[config.mk]
export PLATFORM = sky130hd
export DESIGN_NAME = psds_core
export DESIGN_NICKNAME = d
export VERILOG_FILES = /design/src/core/psds_pkg.sv /design/src/core/psds_core.sv
export SDC_FILE = /design/constraint.sdc
export NUM_CORES = 1
export LEC_CHECK = 0
export BUFFER_PORTS_ARGS = -buffer_cell sky130_fd_sc_hd__buf_2
export CORE_UTILIZATION = 25
export DETAILED_ROUTE_END_ITERATION = 16
export GPL_TIMING_DRIVEN = 1
export MAX_ROUTING_LAYER = met4
export SLEW_MARGIN = 20
export SYNTH_ARGS = -nofsm -noshare
export SYNTH_HDL_FRONTEND = slang
export SYNTH_SLANG_ARGS = --single-unit
[constraint.sdc]
create_clock -name REF_CLK -period 3.8 [get_ports REF_CLK]
set_input_delay 0.76 -clock REF_CLK [delete_from_list [all_inputs] [get_ports REF_CLK]]
set_output_delay 0.76 -clock REF_CLK [all_outputs]
set_load 0.03 [all_outputs]
[src/core/psds_pkg.sv]
/*
 * Shared constants and types for the PWM output-conditioning stage:
 * register offsets, field positions, reset values, source and mode codes.
 * Assumes the stage runs on the instruction clock of the PWM unit.
 */
package psds_pkg;

    // Register offsets on the local register port
    localparam logic [1:0] ADDR_SHUTDOWN = 2'h0;
    localparam logic [1:0] ADDR_RESTART  = 2'h1;
    localparam logic [1:0] ADDR_STEER    = 2'h2;

    // Field positions
    localparam int unsigned SD_FLAG_BIT = 7;
    localparam int unsigned SD_SRC_LSB  = 4;
    localparam int unsigned SD_AC_LSB   = 2;
    localparam int unsigned SD_BD_LSB   = 0;
    localparam int unsigned RS_AUTO_BIT = 7;
    localparam int unsigned RS_DB_LSB   = 0;
    localparam int unsigned ST_SYNC_BIT = 4;
    localparam int unsigned ST_EN_LSB   = 0;
    localparam int unsigned DB_W        = 7;

    // Reset values
    localparam logic [7:0] SHUTDOWN_RST = 8'h00;
    localparam logic [7:0] RESTART_RST  = 8'h00;
    localparam logic [4:0] STEER_RST    = 5'h01;

    // Timing: dead band counts instruction cycles
    localparam int unsigned CLK_PERIOD_NS = 40;
    localparam int unsigned TCY_NS        = 40;
    localparam logic [3:0]  TCY_DIV_M1    =
        4'((TCY_NS + CLK_PERIOD_NS - 1) / CLK_PERIOD_NS - 1);

    // Unit mode value that selects PWM
    localparam logic [1:0] MODE_PWM = 2'h3;

    // Shutdown source select codes
    typedef enum logic [2:0] {
        SRC_OFF      = 3'b000,
        SRC_CMP1     = 3'b001,
        SRC_CMP2     = 3'b010,
        SRC_CMP_ANY  = 3'b011,
        SRC_PIN      = 3'b100,
        SRC_PIN_CMP1 = 3'b101,
        SRC_PIN_CMP2 = 3'b110,
        SRC_PIN_ALL  = 3'b111
    } psds_src_t;

    // Output configuration codes
    typedef enum logic [1:0] {
        CFG_SINGLE   = 2'b00,
        CFG_FULL_FWD = 2'b01,
        CFG_HALF     = 2'b10,
        CFG_FULL_REV = 2'b11
    } psds_cfg_t;

endpackage : psds_pkg

[src/core/psds_core.sv]
/*
 * PWM output-conditioning stage: auto-shutdown with restart, half-bridge
 * dead band and single-output pulse steering over four pins.
 * Assumes a raw PWM level and a period-start pulse from the period timer,
 * all inputs synchronous to REF_CLK, and a one-cycle register port.
 */
`timescale 1ns/1ns

// Function
// - Shutdown flag is set on an event; while set, outputs hold shutdown state.
// - Source select: off, comparator one, two, either, pin low, or pin ORed.
// - Pair A/C shutdown state: 00 low, 01 high, 1x tri-state.
// - Pair B/D shutdown state in low bits, same encoding as A/C.
// - With comparator two sync on, its shutdown waits for the Timer1 sync.
// - Shutdown is level based and persists while the source level stays.
// - Software writes to the flag are ignored while a condition persists.
// - After restart, PWM resumes only at the start of the next period.
// - Auto-restart on: flag clears in hardware once the condition goes.
// - Dead band delays only inactive-to-active edges in half-bridge mode.
// - Dead-band count is instruction cycles from scheduled to actual activation.
// - Auto-restart enable resets to 0 under crystal two-speed start or fail-safe.
// - Steering only with unit mode 11 and output config 00.
// - Each steering enable routes the polarised PWM to its pin, else port.
// - Steered pins take polarity from the output polarity field.
// - Steering sync 1 applies changes at next period, 0 immediately.
// - In steering, shutdown affects only steered pins; others stay port.
// - Enabled pins move to shutdown state without waiting for a period.
// - A software write of 1 to the flag is a shutdown event.
// - Half-bridge drives PWM on A and its complement on B, both dead-banded.
module psds_core
    import psds_pkg::*;
(
    // Clock, reset, enable
    input  wire logic       REF_CLK,
    input  wire logic       RST_B,
    input  wire logic       CLK_EN,
    // Register port
    input  wire logic [1:0] REG_ADDR,
    input  wire logic [7:0] REG_WDATA,
    input  wire logic       REG_WR,
    input  wire logic       REG_RD,
    output logic      [7:0] REG_RDATA,
    // PWM unit side
    input  wire logic       PWM_IN,
    input  wire logic       PERIOD_START,
    input  wire logic [1:0] UNIT_MODE_FIELD,
    input  wire logic [1:0] OUTPUT_POLARITY_FIELD,
    input  wire logic [1:0] OUTPUT_CONFIG_FIELD,
    // Shutdown sources
    input  wire logic       COMPARATOR_ONE,
    input  wire logic       COMPARATOR_TWO,
    input  wire logic       EXT_INT_PIN,
    input  wire logic       COMPARATOR2_SYNC_ENABLE,
    input  wire logic       TIMER1_SYNC_PULSE,
    input  wire logic       STARTUP_RESTART_CLEAR,
    // Port fallback
    input  wire logic [3:0] PORT_DATA,
    input  wire logic [3:0] PIN_DIRECTION_BITS,
    // Pins D..A
    output logic      [3:0] PWM_PIN_OUT,
    output logic      [3:0] PWM_PIN_OE
);

    // Pin drive {oe, value}: port, shutdown state or polarised PWM
    function automatic logic [1:0] psds_pin_drive(
        input logic       own,
        input logic       halt,
        input logic [1:0] shut_state,
        input logic       level,
        input logic       low_act,
        input logic       port,
        input logic       dir
    );
        logic [1:0] drv;
        drv = {~dir, port};
        if (own && halt)
        begin
            drv = {~dir & ~shut_state[1], shut_state == 2'b01};
        end
        else if (own)
        begin
            drv = {~dir, level ^ low_act};
        end
        return drv;
    endfunction : psds_pin_drive

    // Control registers
    logic            sd_flag_reg;
    logic [2:0]      sd_src_reg;
    logic [1:0]      sd_ac_reg;
    logic [1:0]      sd_bd_reg;
    logic            auto_rs_reg;
    logic [DB_W-1:0] db_count_reg;
    logic            steer_sync_reg;
    logic [3:0]      steer_req_reg;
    // Internal state
    logic [3:0]      steer_eff_reg;
    logic            run_reg;
    logic            cmp2_held_reg;
    logic [3:0]      tcy_cnt_reg;
    logic [DB_W-1:0] db_cnt_reg [2];
    logic [1:0]      db_act_reg;
    logic [7:0]      rdata_reg;
    logic [3:0]      pin_out_reg;
    logic [3:0]      pin_oe_reg;
    // Combinational
    logic            wr_shut;
    logic            wr_rs;
    logic            wr_steer;
    logic            cmp2_eff;
    logic            pin_low;
    logic            sd_cond;
    logic            halt;
    logic            pwm_mode;
    logic            single;
    logic            half;
    logic            tcy_tick;
    logic [1:0]      db_sched;
    logic [3:0]      own;
    logic [3:0]      level;
    logic [3:0]      low_act;

    assign REG_RDATA   = rdata_reg;
    assign PWM_PIN_OUT = pin_out_reg;
    assign PWM_PIN_OE  = pin_oe_reg;

    // Register write decode
    assign wr_shut  = REG_WR && (REG_ADDR == ADDR_SHUTDOWN);
    assign wr_rs    = REG_WR && (REG_ADDR == ADDR_RESTART);
    assign wr_steer = REG_WR && (REG_ADDR == ADDR_STEER);

    // Mode decode
    assign pwm_mode = (UNIT_MODE_FIELD == MODE_PWM);
    assign single   = pwm_mode && (OUTPUT_CONFIG_FIELD == CFG_SINGLE);
    assign half     = pwm_mode && (OUTPUT_CONFIG_FIELD == CFG_HALF);

    // Comparator two may be held off until the Timer1 sync point
    assign cmp2_eff = COMPARATOR2_SYNC_ENABLE ? cmp2_held_reg : COMPARATOR_TWO;
    assign pin_low  = ~EXT_INT_PIN;

    // Source select; level based, so the condition lasts as long as the level
    always_comb
    begin
        unique case (psds_src_t'(sd_src_reg))
            SRC_OFF:      sd_cond = 1'b0;
            SRC_CMP1:     sd_cond = COMPARATOR_ONE;
            SRC_CMP2:     sd_cond = cmp2_eff;
            SRC_CMP_ANY:  sd_cond = COMPARATOR_ONE | cmp2_eff;
            SRC_PIN:      sd_cond = pin_low;
            SRC_PIN_CMP1: sd_cond = pin_low | COMPARATOR_ONE;
            SRC_PIN_CMP2: sd_cond = pin_low | cmp2_eff;
            SRC_PIN_ALL:  sd_cond = pin_low | COMPARATOR_ONE | cmp2_eff;
        endcase
    end

    // Condition joins halt directly so pins leave PWM at the next edge
    assign halt = sd_cond | sd_flag_reg | ~run_reg;

    // Comparator two sample point
    always_ff @(posedge REF_CLK or negedge RST_B)
    begin
        if (!RST_B)
            cmp2_held_reg <= 1'b0;
        else if (CLK_EN && TIMER1_SYNC_PULSE)
            cmp2_held_reg <= COMPARATOR_TWO;
    end

    // Shutdown flag: set wins over any clear
    always_ff @(posedge REF_CLK or negedge RST_B)
    begin
        if (!RST_B)
            sd_flag_reg <= SHUTDOWN_RST[SD_FLAG_BIT];
        else if (CLK_EN)
        begin
            if (sd_cond)
                sd_flag_reg <= 1'b1;
            else if (wr_shut)
                sd_flag_reg <= REG_WDATA[SD_FLAG_BIT];
            else if (auto_rs_reg)
                sd_flag_reg <= 1'b0;
        end
    end

    // Shutdown configuration fields
    always_ff @(posedge REF_CLK or negedge RST_B)
    begin
        if (!RST_B)
        begin
            sd_src_reg <= SHUTDOWN_RST[SD_SRC_LSB +: 3];
            sd_ac_reg  <= SHUTDOWN_RST[SD_AC_LSB +: 2];
            sd_bd_reg  <= SHUTDOWN_RST[SD_BD_LSB +: 2];
        end
        else if (CLK_EN && wr_shut)
        begin
            sd_src_reg <= REG_WDATA[SD_SRC_LSB +: 3];
            sd_ac_reg  <= REG_WDATA[SD_AC_LSB +: 2];
            sd_bd_reg  <= REG_WDATA[SD_BD_LSB +: 2];
        end
    end

    // Restart gate: output resumes only on a period boundary
    always_ff @(posedge REF_CLK or negedge RST_B)
    begin
        if (!RST_B)
            run_reg <= 1'b1;
        else if (CLK_EN)
        begin
            if (sd_cond || sd_flag_reg)
                run_reg <= 1'b0;
            else if (PERIOD_START)
                run_reg <= 1'b1;
        end
    end

    // Restart and dead-band control; start-up clear beats a write
    always_ff @(posedge REF_CLK or negedge RST_B)
    begin
        if (!RST_B)
        begin
            auto_rs_reg  <= RESTART_RST[RS_AUTO_BIT];
            db_count_reg <= RESTART_RST[RS_DB_LSB +: DB_W];
        end
        else if (CLK_EN)
        begin
            if (STARTUP_RESTART_CLEAR)
                auto_rs_reg <= 1'b0;
            else if (wr_rs)
                auto_rs_reg <= REG_WDATA[RS_AUTO_BIT];
            if (wr_rs)
                db_count_reg <= REG_WDATA[RS_DB_LSB +: DB_W];
        end
    end

    // Steering request as written
    always_ff @(posedge REF_CLK or negedge RST_B)
    begin
        if (!RST_B)
        begin
            steer_sync_reg <= STEER_RST[ST_SYNC_BIT];
            steer_req_reg  <= STEER_RST[ST_EN_LSB +: 4];
        end
        else if (CLK_EN && wr_steer)
        begin
            steer_sync_reg <= REG_WDATA[ST_SYNC_BIT];
            steer_req_reg  <= REG_WDATA[ST_EN_LSB +: 4];
        end
    end

    // Effective steering: immediate cuts may leave a partial pulse
    always_ff @(posedge REF_CLK or negedge RST_B)
    begin
        if (!RST_B)
            steer_eff_reg <= STEER_RST[ST_EN_LSB +: 4];
        else if (CLK_EN)
        begin
            if (wr_steer && !REG_WDATA[ST_SYNC_BIT])
                steer_eff_reg <= REG_WDATA[ST_EN_LSB +: 4];
            else if (!steer_sync_reg || PERIOD_START)
                steer_eff_reg <= steer_req_reg;
        end
    end

    // Instruction-cycle tick for the dead-band count
    assign tcy_tick = (tcy_cnt_reg == TCY_DIV_M1);

    always_ff @(posedge REF_CLK or negedge RST_B)
    begin
        if (!RST_B)
            tcy_cnt_reg <= 4'h0;
        else if (CLK_EN)
            tcy_cnt_reg <= tcy_tick ? 4'h0 : tcy_cnt_reg + 4'h1;
    end

    // Half-bridge schedule: A follows PWM, B its complement
    assign db_sched = {~PWM_IN, PWM_IN};

    // Dead band: rising edges wait the count, falling edges pass at once
    always_ff @(posedge REF_CLK or negedge RST_B)
    begin
        if (!RST_B)
        begin
            db_cnt_reg[0] <= '0;
            db_cnt_reg[1] <= '0;
            db_act_reg    <= 2'h0;
        end
        else if (CLK_EN)
        begin
            for (int i = 0; i < 2; i++)
            begin
                if (!half || !db_sched[i])
                begin
                    db_cnt_reg[i] <= db_count_reg;
                    db_act_reg[i] <= 1'b0;
                end
                else if (db_cnt_reg[i] != '0)
                begin
                    if (tcy_tick)
                        db_cnt_reg[i] <= db_cnt_reg[i] - 7'h01;
                end
                else
                begin
                    db_act_reg[i] <= 1'b1;
                end
            end
        end
    end

    // Pin ownership and the level each owned pin would carry
    always_comb
    begin
        own   = 4'h0;
        level = 4'h0;
        if (single)
        begin
            own   = steer_eff_reg;
            level = {4{PWM_IN}};
        end
        else if (half)
        begin
            own   = 4'h3;
            level = {2'h0, db_act_reg};
        end
        else if (pwm_mode)
        begin
            own   = 4'h1;
            level = {3'h0, PWM_IN};
        end
    end

    // Polarity: bit 1 for pair A/C, bit 0 for pair B/D
    assign low_act = {OUTPUT_POLARITY_FIELD[0], OUTPUT_POLARITY_FIELD[1],
                      OUTPUT_POLARITY_FIELD[0], OUTPUT_POLARITY_FIELD[1]};

    // Output flops; pins A and C use the A/C state, B and D the B/D state
    always_ff @(posedge REF_CLK or negedge RST_B)
    begin
        if (!RST_B)
        begin
            pin_out_reg <= 4'h0;
            pin_oe_reg  <= 4'h0;
        end
        else if (CLK_EN)
        begin
            for (int i = 0; i < 4; i++)
            begin
                {pin_oe_reg[i], pin_out_reg[i]} <= psds_pin_drive(
                    own[i], halt, (i % 2 == 0) ? sd_ac_reg : sd_bd_reg,
                    level[i], low_act[i], PORT_DATA[i], PIN_DIRECTION_BITS[i]);
            end
        end
    end

    // Read data stands for exactly one cycle after the strobe
    always_ff @(posedge REF_CLK or negedge RST_B)
    begin
        if (!RST_B)
            rdata_reg <= 8'h00;
        else if (CLK_EN)
        begin
            rdata_reg <= 8'h00;
            if (REG_RD)
            begin
                case (REG_ADDR)
                    ADDR_SHUTDOWN: rdata_reg <= {sd_flag_reg, sd_src_reg, sd_ac_reg, sd_bd_reg};
                    ADDR_RESTART:  rdata_reg <= {auto_rs_reg, db_count_reg};
                    ADDR_STEER:    rdata_reg <= {3'h0, steer_sync_reg, steer_req_reg};
                    default:       rdata_reg <= 8'h00;
                endcase
            end
        end
    end
endmodule : psds_core

==> results.txt, run 1 <==
* Status: complete, no violations
* Design internal power: 1580 µW
* Ports: 53
* Fin. max-slew vios: 0
* Placeable core area: 12700 µm²
- Wire length of the first global-routing pass: 13.5 mm
- STA puts the critical path data arrival time at 2.66 ns.
- The analysis attributes to cell leakage a power of 0.00177 µW.
* Worst-path fanout max: 16
- Count of H-tree levels built during CTS: 3
- Per report_power, the clock group accounts for 34.9% of the total.
- Sequential power share: 42.4%
- At the worst endpoint, the required time is 4.04 ns.
- The worst setup path is captured at a flop.
- Of the post-synthesis cell area, the dominant cell type holds 45.7%.
- Summed over all layers, the routed wires come to 8.12 mm.
- Post-route setup TNS: 0 ns
- Worst slack, placed: 1.09 ns
* Register clock-pin slew on the reported worst setup and hold paths: 0.05 ns
- The worst pin sits at a relative slew slack of 38.1%.
- In this run the vertical extent of the chip is 117 µm.
- All-layer global routing usage: 13.5%
* Switch Pwr: 731 µW
- Summing over every cut layer, the via total after detailed routing is 2693.
- Counting I/O delays and the setup requirement, the final critical path takes 2.42 ns.
- Remaining global-route overflow: 0
- Largest net degree at the start of global routing: 34
- Library cell with the highest instance count after synthesis: sky130_fd_sc_hd__dfrtp_1
- Top cell types by occurrence after synthesis: sky130_fd_sc_hd__dfrtp_1 (60), sky130_fd_sc_hd__a21oi_1 (30), sky130_fd_sc_hd__o21ai_0 (29), sky130_fd_sc_hd__nor2_1 (25), sky130_fd_sc_hd__nand2_1 (22)
- The number of global-route vias before repair is 2738.
- In this run the cell area of the synthesized design comes to 3290 µm².
- TritonCTS clock tree: done
* TritonCTS buffer count: 9
- Timing would allow up to 414 MHz.
* Hold Path Class: reg -> reg
- Once the floorplan was initialized, standard cells occupied 25.8% of the core.
* Router iterations before antenna repair: 4
- Clock tree root driver cell: sky130_fd_sc_hd__clkbuf_16
- Combinational logic burns 22.8% of the power.
* Number of endpoints failing setup at the final stage: 0
- The hold violation total from the final report came to 0.
* Area added between synthesis and finish: 22.2%
- After detailed routing, the average wire length per cell comes to 14.4 µm.
- The number of antenna diodes in the final layout is 0.
- Buffers placed on the I/O ports in this run total 52.
- For met1 alone, demand over resource in global routing was 16.1%.
- Summing the sequential cell areas from Yosys gives 48.1% of the chip area.
- Global-route track usage on met2: 22.0%
- Resized cells post-CTS: 0
- Final Non-Filler Cells: 563
- Routing layer with the top usage in global route: met2
* Hpwl dp: 6.05 mm
- For this run, asynchronously set or reset flops after synthesis account for 100%.
* Number of flops mapped to enable cells by yosys: 0
- Clock skew after layout: 0.00625 ns
* Critical path startpoint category: primary input
- Synthesis produced a netlist whose cell count is 334.
- The number of antenna violations at the first check in global routing was 0.
* Setup fix buffers added after clock tree synthesis: 0
- Warnings, synthesis: 0
- Starting DRT DRC Count: 158
* Post-DRT Antenna Nets: 0
- Fraction of layout cells with a size suffix above 1: 25.3%
- Including well taps, the total number of placed cells is 547.
* Power per Cell Area: 575 nW/µm²
- At the later pin of the worst-skew pair, clock insertion delay measures 0.33 ns.
* Setup slack of the critical path after layout: 1.38 ns
- Total clock sinks: 63
- After layout, the worst path uses 63.6% of the clock period.
- Overall power: 2310 µW
- The biggest area contributor in the post-synthesis netlist is sky130_fd_sc_hd__dfrtp_1.
- After detailed routing, the number of remaining DRC violations is 0.
* Nets in the synthesized netlist: 377
- Post-synthesis register bit count: 63
- VDD sags by at most 0.220 mV.
* Switching portion of total power: 31.6%
- Row generation in the floorplan step produced 41 rows.
* Total of max-cap violations: 0
- Leading cell types by total area after synthesis: sky130_fd_sc_hd__dfrtp_1 (46%), sky130_fd_sc_hd__mux2_2 (7.2%), sky130_fd_sc_hd__mux2i_1 (5.2%)
- Number of hold buffers added after CTS: 0
* Average via count per standard cell: 4.78
- RSZ-0062 raised after global routing: no
- For this run, global-route usage on met3 was measured as 2.59%.
- Average cell area after synthesis: 9.84 µm²
* Routability congestion estimate from global placement: 0.800
- In this run the horizontal extent of the chip is 117 µm.
- Actual slew at the worst max-slew pin: 0.928 ns
* Top FF cell, synth: sky130_fd_sc_hd__dfrtp_1
- WHS: 0.494 ns
- Synth unique cells: 48
- Kind of critical path: in -> reg
- Largest register FFs: 14
- The longest clock path from root to sink contains 2 buffers.
* Die outline area: 13600 µm²
* Total number of nets in the final design: 429
[cells in the final DEF, fill, tap and decap left out, drive strengths merged, types with 3 or more instances in the layout]
master / Yosys / routed
dfrtp: 60 / 60
buf: 7 / 55
a21oi: 30 / 30
o21ai: 30 / 30
nor2: 25 / 25
nand2: 22 / 22
mux2: 22 / 22
inv: 19 / 19
mux2i: 17 / 17
clkbuf: 7 / 12
nor3: 10 / 10
o22ai: 10 / 10
nand3: 8 / 8
nor2b: 7 / 7
a31oi: 6 / 6
ha: 6 / 6
xnor2: 3 / 3
nand2b: 3 / 3
or3: 3 / 3
a22oi: 3 / 3
clkinv: 0 / 3
dfstp: 3 / 3
[metal layers]
metal  wire [µm]  up-vias
met5           0        -
met4         181        0
met3         245       14
met2        4060       57
met1        3630     1325
li1            -     1297
[path summary, 6_finish.rpt]
kind,cells past startpoint,start,slack (ns),end
max in group asynchronous,2,RST_B,2.36,run_reg
max reg2reg,5,db_cnt_reg[3],1.59,db_cnt_reg[2]
min,1,tcy_cnt_reg[3],0.49,tcy_cnt_reg[3]
min in group asynchronous,1,RST_B,0.50,PWM_PIN_OE[2]
min reg2reg,1,tcy_cnt_reg[3],0.49,tcy_cnt_reg[3]
max,6,OUTPUT_CONFIG_FIELD[0],1.38,db_cnt_reg[2]
[per-stage QoR]
step | instance area [µm²] | util, %
after global placement | 3720 | 29.3
after floorplan | 3290 | -
after global routing | 4020 | 31.6
after CTS | 4020 | 31.6
final | 4020 | 31.6
after detailed placement | 3720 | 29.3
[power by group through the flow]
stage | Sequential, µW | Combinational, µW | Clock (µW)
3_3_place_gp | 979 | 512 | 0
6_report | 979 | 526 | 806
2_1_floorplan | 975 | 352 | 0
4_1_cts | 978 | 532 | 823
5_1_grt | 1000 | 596 | 854
3_5_place_dp | 988 | 529 | 0
[cells by family after synthesis]
| kind of cell | count (synthesis) | synth area share (%) |
|---|---|---|
| AND/OR/NAND/NOR | 95 | 15.0 |
| AO/OA/AOI/OAI | 93 | 16.5 |
| flip-flops | 63 | 48.1 |
| multiplexers | 39 | 12.8 |
| buffers and inverters | 33 | 3.96 |
| adder cells (fa/ha/maj) | 6 | 2.28 |
| XOR/XNOR | 5 | 1.33 |
[area by class of cell]
class / instances / area, µm²
clock inverters: 4 / 45.0
fillers: 1376 / 8710
well taps: 172 / 215
clock buffers: 12 / 246
inverters: 19 / 71.3
repair buffers: 55 / 283
flip-flops and latches: 63 / 1580
multi-input cells: 238 / 1580
[critical path, cell delays in order]
cell,delay [ns]
sky130_fd_sc_hd__buf_2,0.13
sky130_fd_sc_hd__nand4b_1,0.19
sky130_fd_sc_hd__or2_1,0.42
sky130_fd_sc_hd__a22oi_1,0.82
sky130_fd_sc_hd__o21ai_0,0.22
sky130_fd_sc_hd__o21ai_0,0.12
Note: power is estimated with default switching activity, not from simulation.
==> run 2, diff against run 1 <==
==> constraint.sdc (replaced) <==
create_clock -name REF_CLK -period 2.4 [get_ports REF_CLK]
set_input_delay 0.48 -clock REF_CLK [delete_from_list [all_inputs] [get_ports REF_CLK]]
set_output_delay 0.48 -clock REF_CLK [all_outputs]
set_load 0.03 [all_outputs]
==> run 2 against run 1 <==
  * Via count up 1.8%
  * Worst setup slack worse by 1.0 ns
  * Global-route usage down 0.16 points
  * Wire length up 1.3%
  * Critical path type is now reg -> reg
  * Clock-buffer cell count unchanged
  * Register-to-register slack worse by 1.2 ns
  * Clock skew up 0.00058 ns
  * Clock power up 41%
==> results.txt, run 2 (synthesis results as in run 1) <==
- In this run the number of H-tree levels came out at 3.
* Die boundary height: 117 µm
- Port Buf Inserts: 52
* Status: complete, no violations
- Power per Cell Area: 878 nW/µm²
- Number of antenna violations at the first check in global routing: 0
- Global-route track usage on met2: 22.7%
- Dividing the detail-routed wire length by the instance count gives 14.5 µm.
- LEAKAGE: 0.00178 µW
- All-layer global routing usage: 13.4%
- After detailed placement, the design holds a cell count of 552.
- In the final timing run, aggregate negative setup slack is 0 ns.
- The first detailed-routing pass ran for 4 iterations.
- Average via count per standard cell: 4.83
* Resized cells post-CTS: 0
- After global routing, the most crowded layer is met2.
- Total of max-cap violations: 0
- Number of rows created at floorplan: 41
- For the worst setup path, the data arrival time is 2.28 ns.
* Met1 routing resource usage after global routing: 15.1%
- Count of unresolved DRC violations after routing: 0
- Summed over all layers, the global routing overflow is 0.
* Cell family with the largest share of critical-path delay: simple AND/OR/NAND/NOR gates
- The routed layout has 2742 vias.
- Clock tree root driver cell: sky130_fd_sc_hd__clkbuf_16
* Starting DRT DRC Count: 192
- CP bufs+invs: 1
- Final Non-Filler Cells: 568
- Post-layout minimum cycle time: 2.04 ns
* Largest net degree at the start of global routing: 41
* Worst-path fanout max: 9
- Across all register-to-register paths, the minimum setup slack is 0.36 ns.
- Overall power: 3540 µW
- Total clock sinks: 63
* Area added between synthesis and finish: 22.8%
* Crit. End Element: flop
- Worst relative slew slack: 59.4%
* Wirelength, routed: 8.22 mm
* Register clock-pin slew on the reported worst setup and hold paths: 0.05 ns
- Among all stages on the critical path, the largest delay is contributed by sky130_fd_sc_hd__dfrtp_1.
- In the global route stage, met3 resource usage came out at 2.54%.
* End of the worst register-to-register path: db_cnt_reg[7]
- Die outline area: 13600 µm²
- Fraction of layout cells with a size suffix above 1: 26.0%
* Count of inserted antenna diode cells: 0
* Critical path startpoint category: flop
- In this run the number of cells on the critical path is 7.
* Largest register FFs: 14
* Actual slew at the worst max-slew pin: 0.608 ns
- Setup violations remaining at the end of the flow were counted as 0.
* TritonCTS buffer count: 9
* Clock insertion delay at the later pin of the skew report: 0.33 ns
- The total area inside the core boundary comes to 12700 µm².
- Fill cell total of the finished layout: 1381
- Setup fix buffers added after clock tree synthesis: 0
- Dividing the final minimum period by the clock period gives 85.0%.
- Most frequent cells in the layout: sky130_fd_sc_hd__dfrtp_1 (60), sky130_fd_sc_hd__buf_2 (52), sky130_fd_sc_hd__a21oi_1 (30)
* RSZ-0062 raised after global routing: no
* Vias in the first global route: 2815
* Hold Path Class: in -> async
* R2R cell count: 7
- Once the floorplan was initialized, standard cells occupied 25.8% of the core.
* Clock skew after layout: 0.00683 ns
- TritonCTS clock tree: done
- Max Buffers Root-to-Sink: 2
- Worst ir drop on vdd: 0.369 mV
- The library cell used most frequently in the layout, excluding fill and tap cells, is sky130_fd_sc_hd__dfrtp_1.
- Total number of nets in the final design: 434
- Routability-driven placement finished with a final weighted congestion of 0.821.
* Final-report hold violation count: 0
- Kind of critical path: reg -> reg
- Measured along the x axis, the die boundary spans 117 µm.
- Required time at the endpoint of the critical path: 2.64 ns
- Derived from the worst setup path, the maximum achievable clock frequency is 490 MHz.
* Fin. max-slew vios: 0
* Hpwl dp: 6.28 mm
- The first global-routing pass estimated 13.5 mm of wire.
- Post-DRT Antenna Nets: 0
- Ports: 53
* WHS: 0.148 ns
* Cell-by-cell trace of the critical path: inv_1 -> ha_1 -> and4bb_2 -> a21boi_1 -> a21oi_1 -> or3_1 -> o211ai_1
- R2r startpoint: tcy_cnt_reg[0]
- In this design, the stage delay of the slowest critical-path cell is 0.40 ns.
- Number of hold buffers added after CTS: 0
## run 2: changes by cell type in the layout (fill, tap and decap cells not counted), sizes merged
cell	previous run	this run
buf	55	60
bufinv	1	0
clkinvlp	0	1
## run 2: stage by stage
stage	util (%)	area [µm²]	setup slack, ns
final	31.7	4030	0.361
after global routing	31.7	4030	0.176
after CTS	31.7	4030	0.343
after detailed placement	29.7	3770	0.180
after global placement	29.7	3770	0.223
after floorplan	-	3290	0.465
## run 2: report_power, final
group          total, µW  leakage, µW  switching, µW  internal (µW)
registers           1550     0.000770            229           1320
clock network       1140     0.000126            447            692
logic                854     0.000885            480            374
## run 2: worst max path at each step
stage                             from              to  slack [ns]
2_1_floorplan  COMPARATOR2_SYNC_ENABLE  PWM_PIN_OUT[2]        0.46
3_3_place_gp   COMPARATOR2_SYNC_ENABLE  PWM_PIN_OUT[2]        0.22
3_5_place_dp   COMPARATOR2_SYNC_ENABLE  PWM_PIN_OUT[3]        0.18
4_1_cts                  db_cnt_reg[7]   db_cnt_reg[7]        0.34
5_1_grt                  db_cnt_reg[7]   db_cnt_reg[9]        0.18
6_report                tcy_cnt_reg[0]   db_cnt_reg[7]        0.36
## run 2: routing by layer
metal	vias to the layer above	wire, µm
li1	1311	-
met2	48	4320
met1	1369	3510
met4	0	212
met3	14	174
met5	-	0
## run 2: cell type report
| cell class | count | area [µm²] | share of cell area (%) |
|---|---|---|---|
| Clock buffer | 12 | 236 | 5.86 |
| Clock inverter | 4 | 22.5 | 0.558 |
| Inverter | 19 | 71.3 | 1.77 |
| Multi-Input combinational cell | 238 | 1580 | 39.1 |
| Sequential cell | 63 | 1580 | 39.2 |
| Tap cell | 172 | 215 | 5.33 |
| Timing Repair Buffer | 60 | 333 | 8.25 |
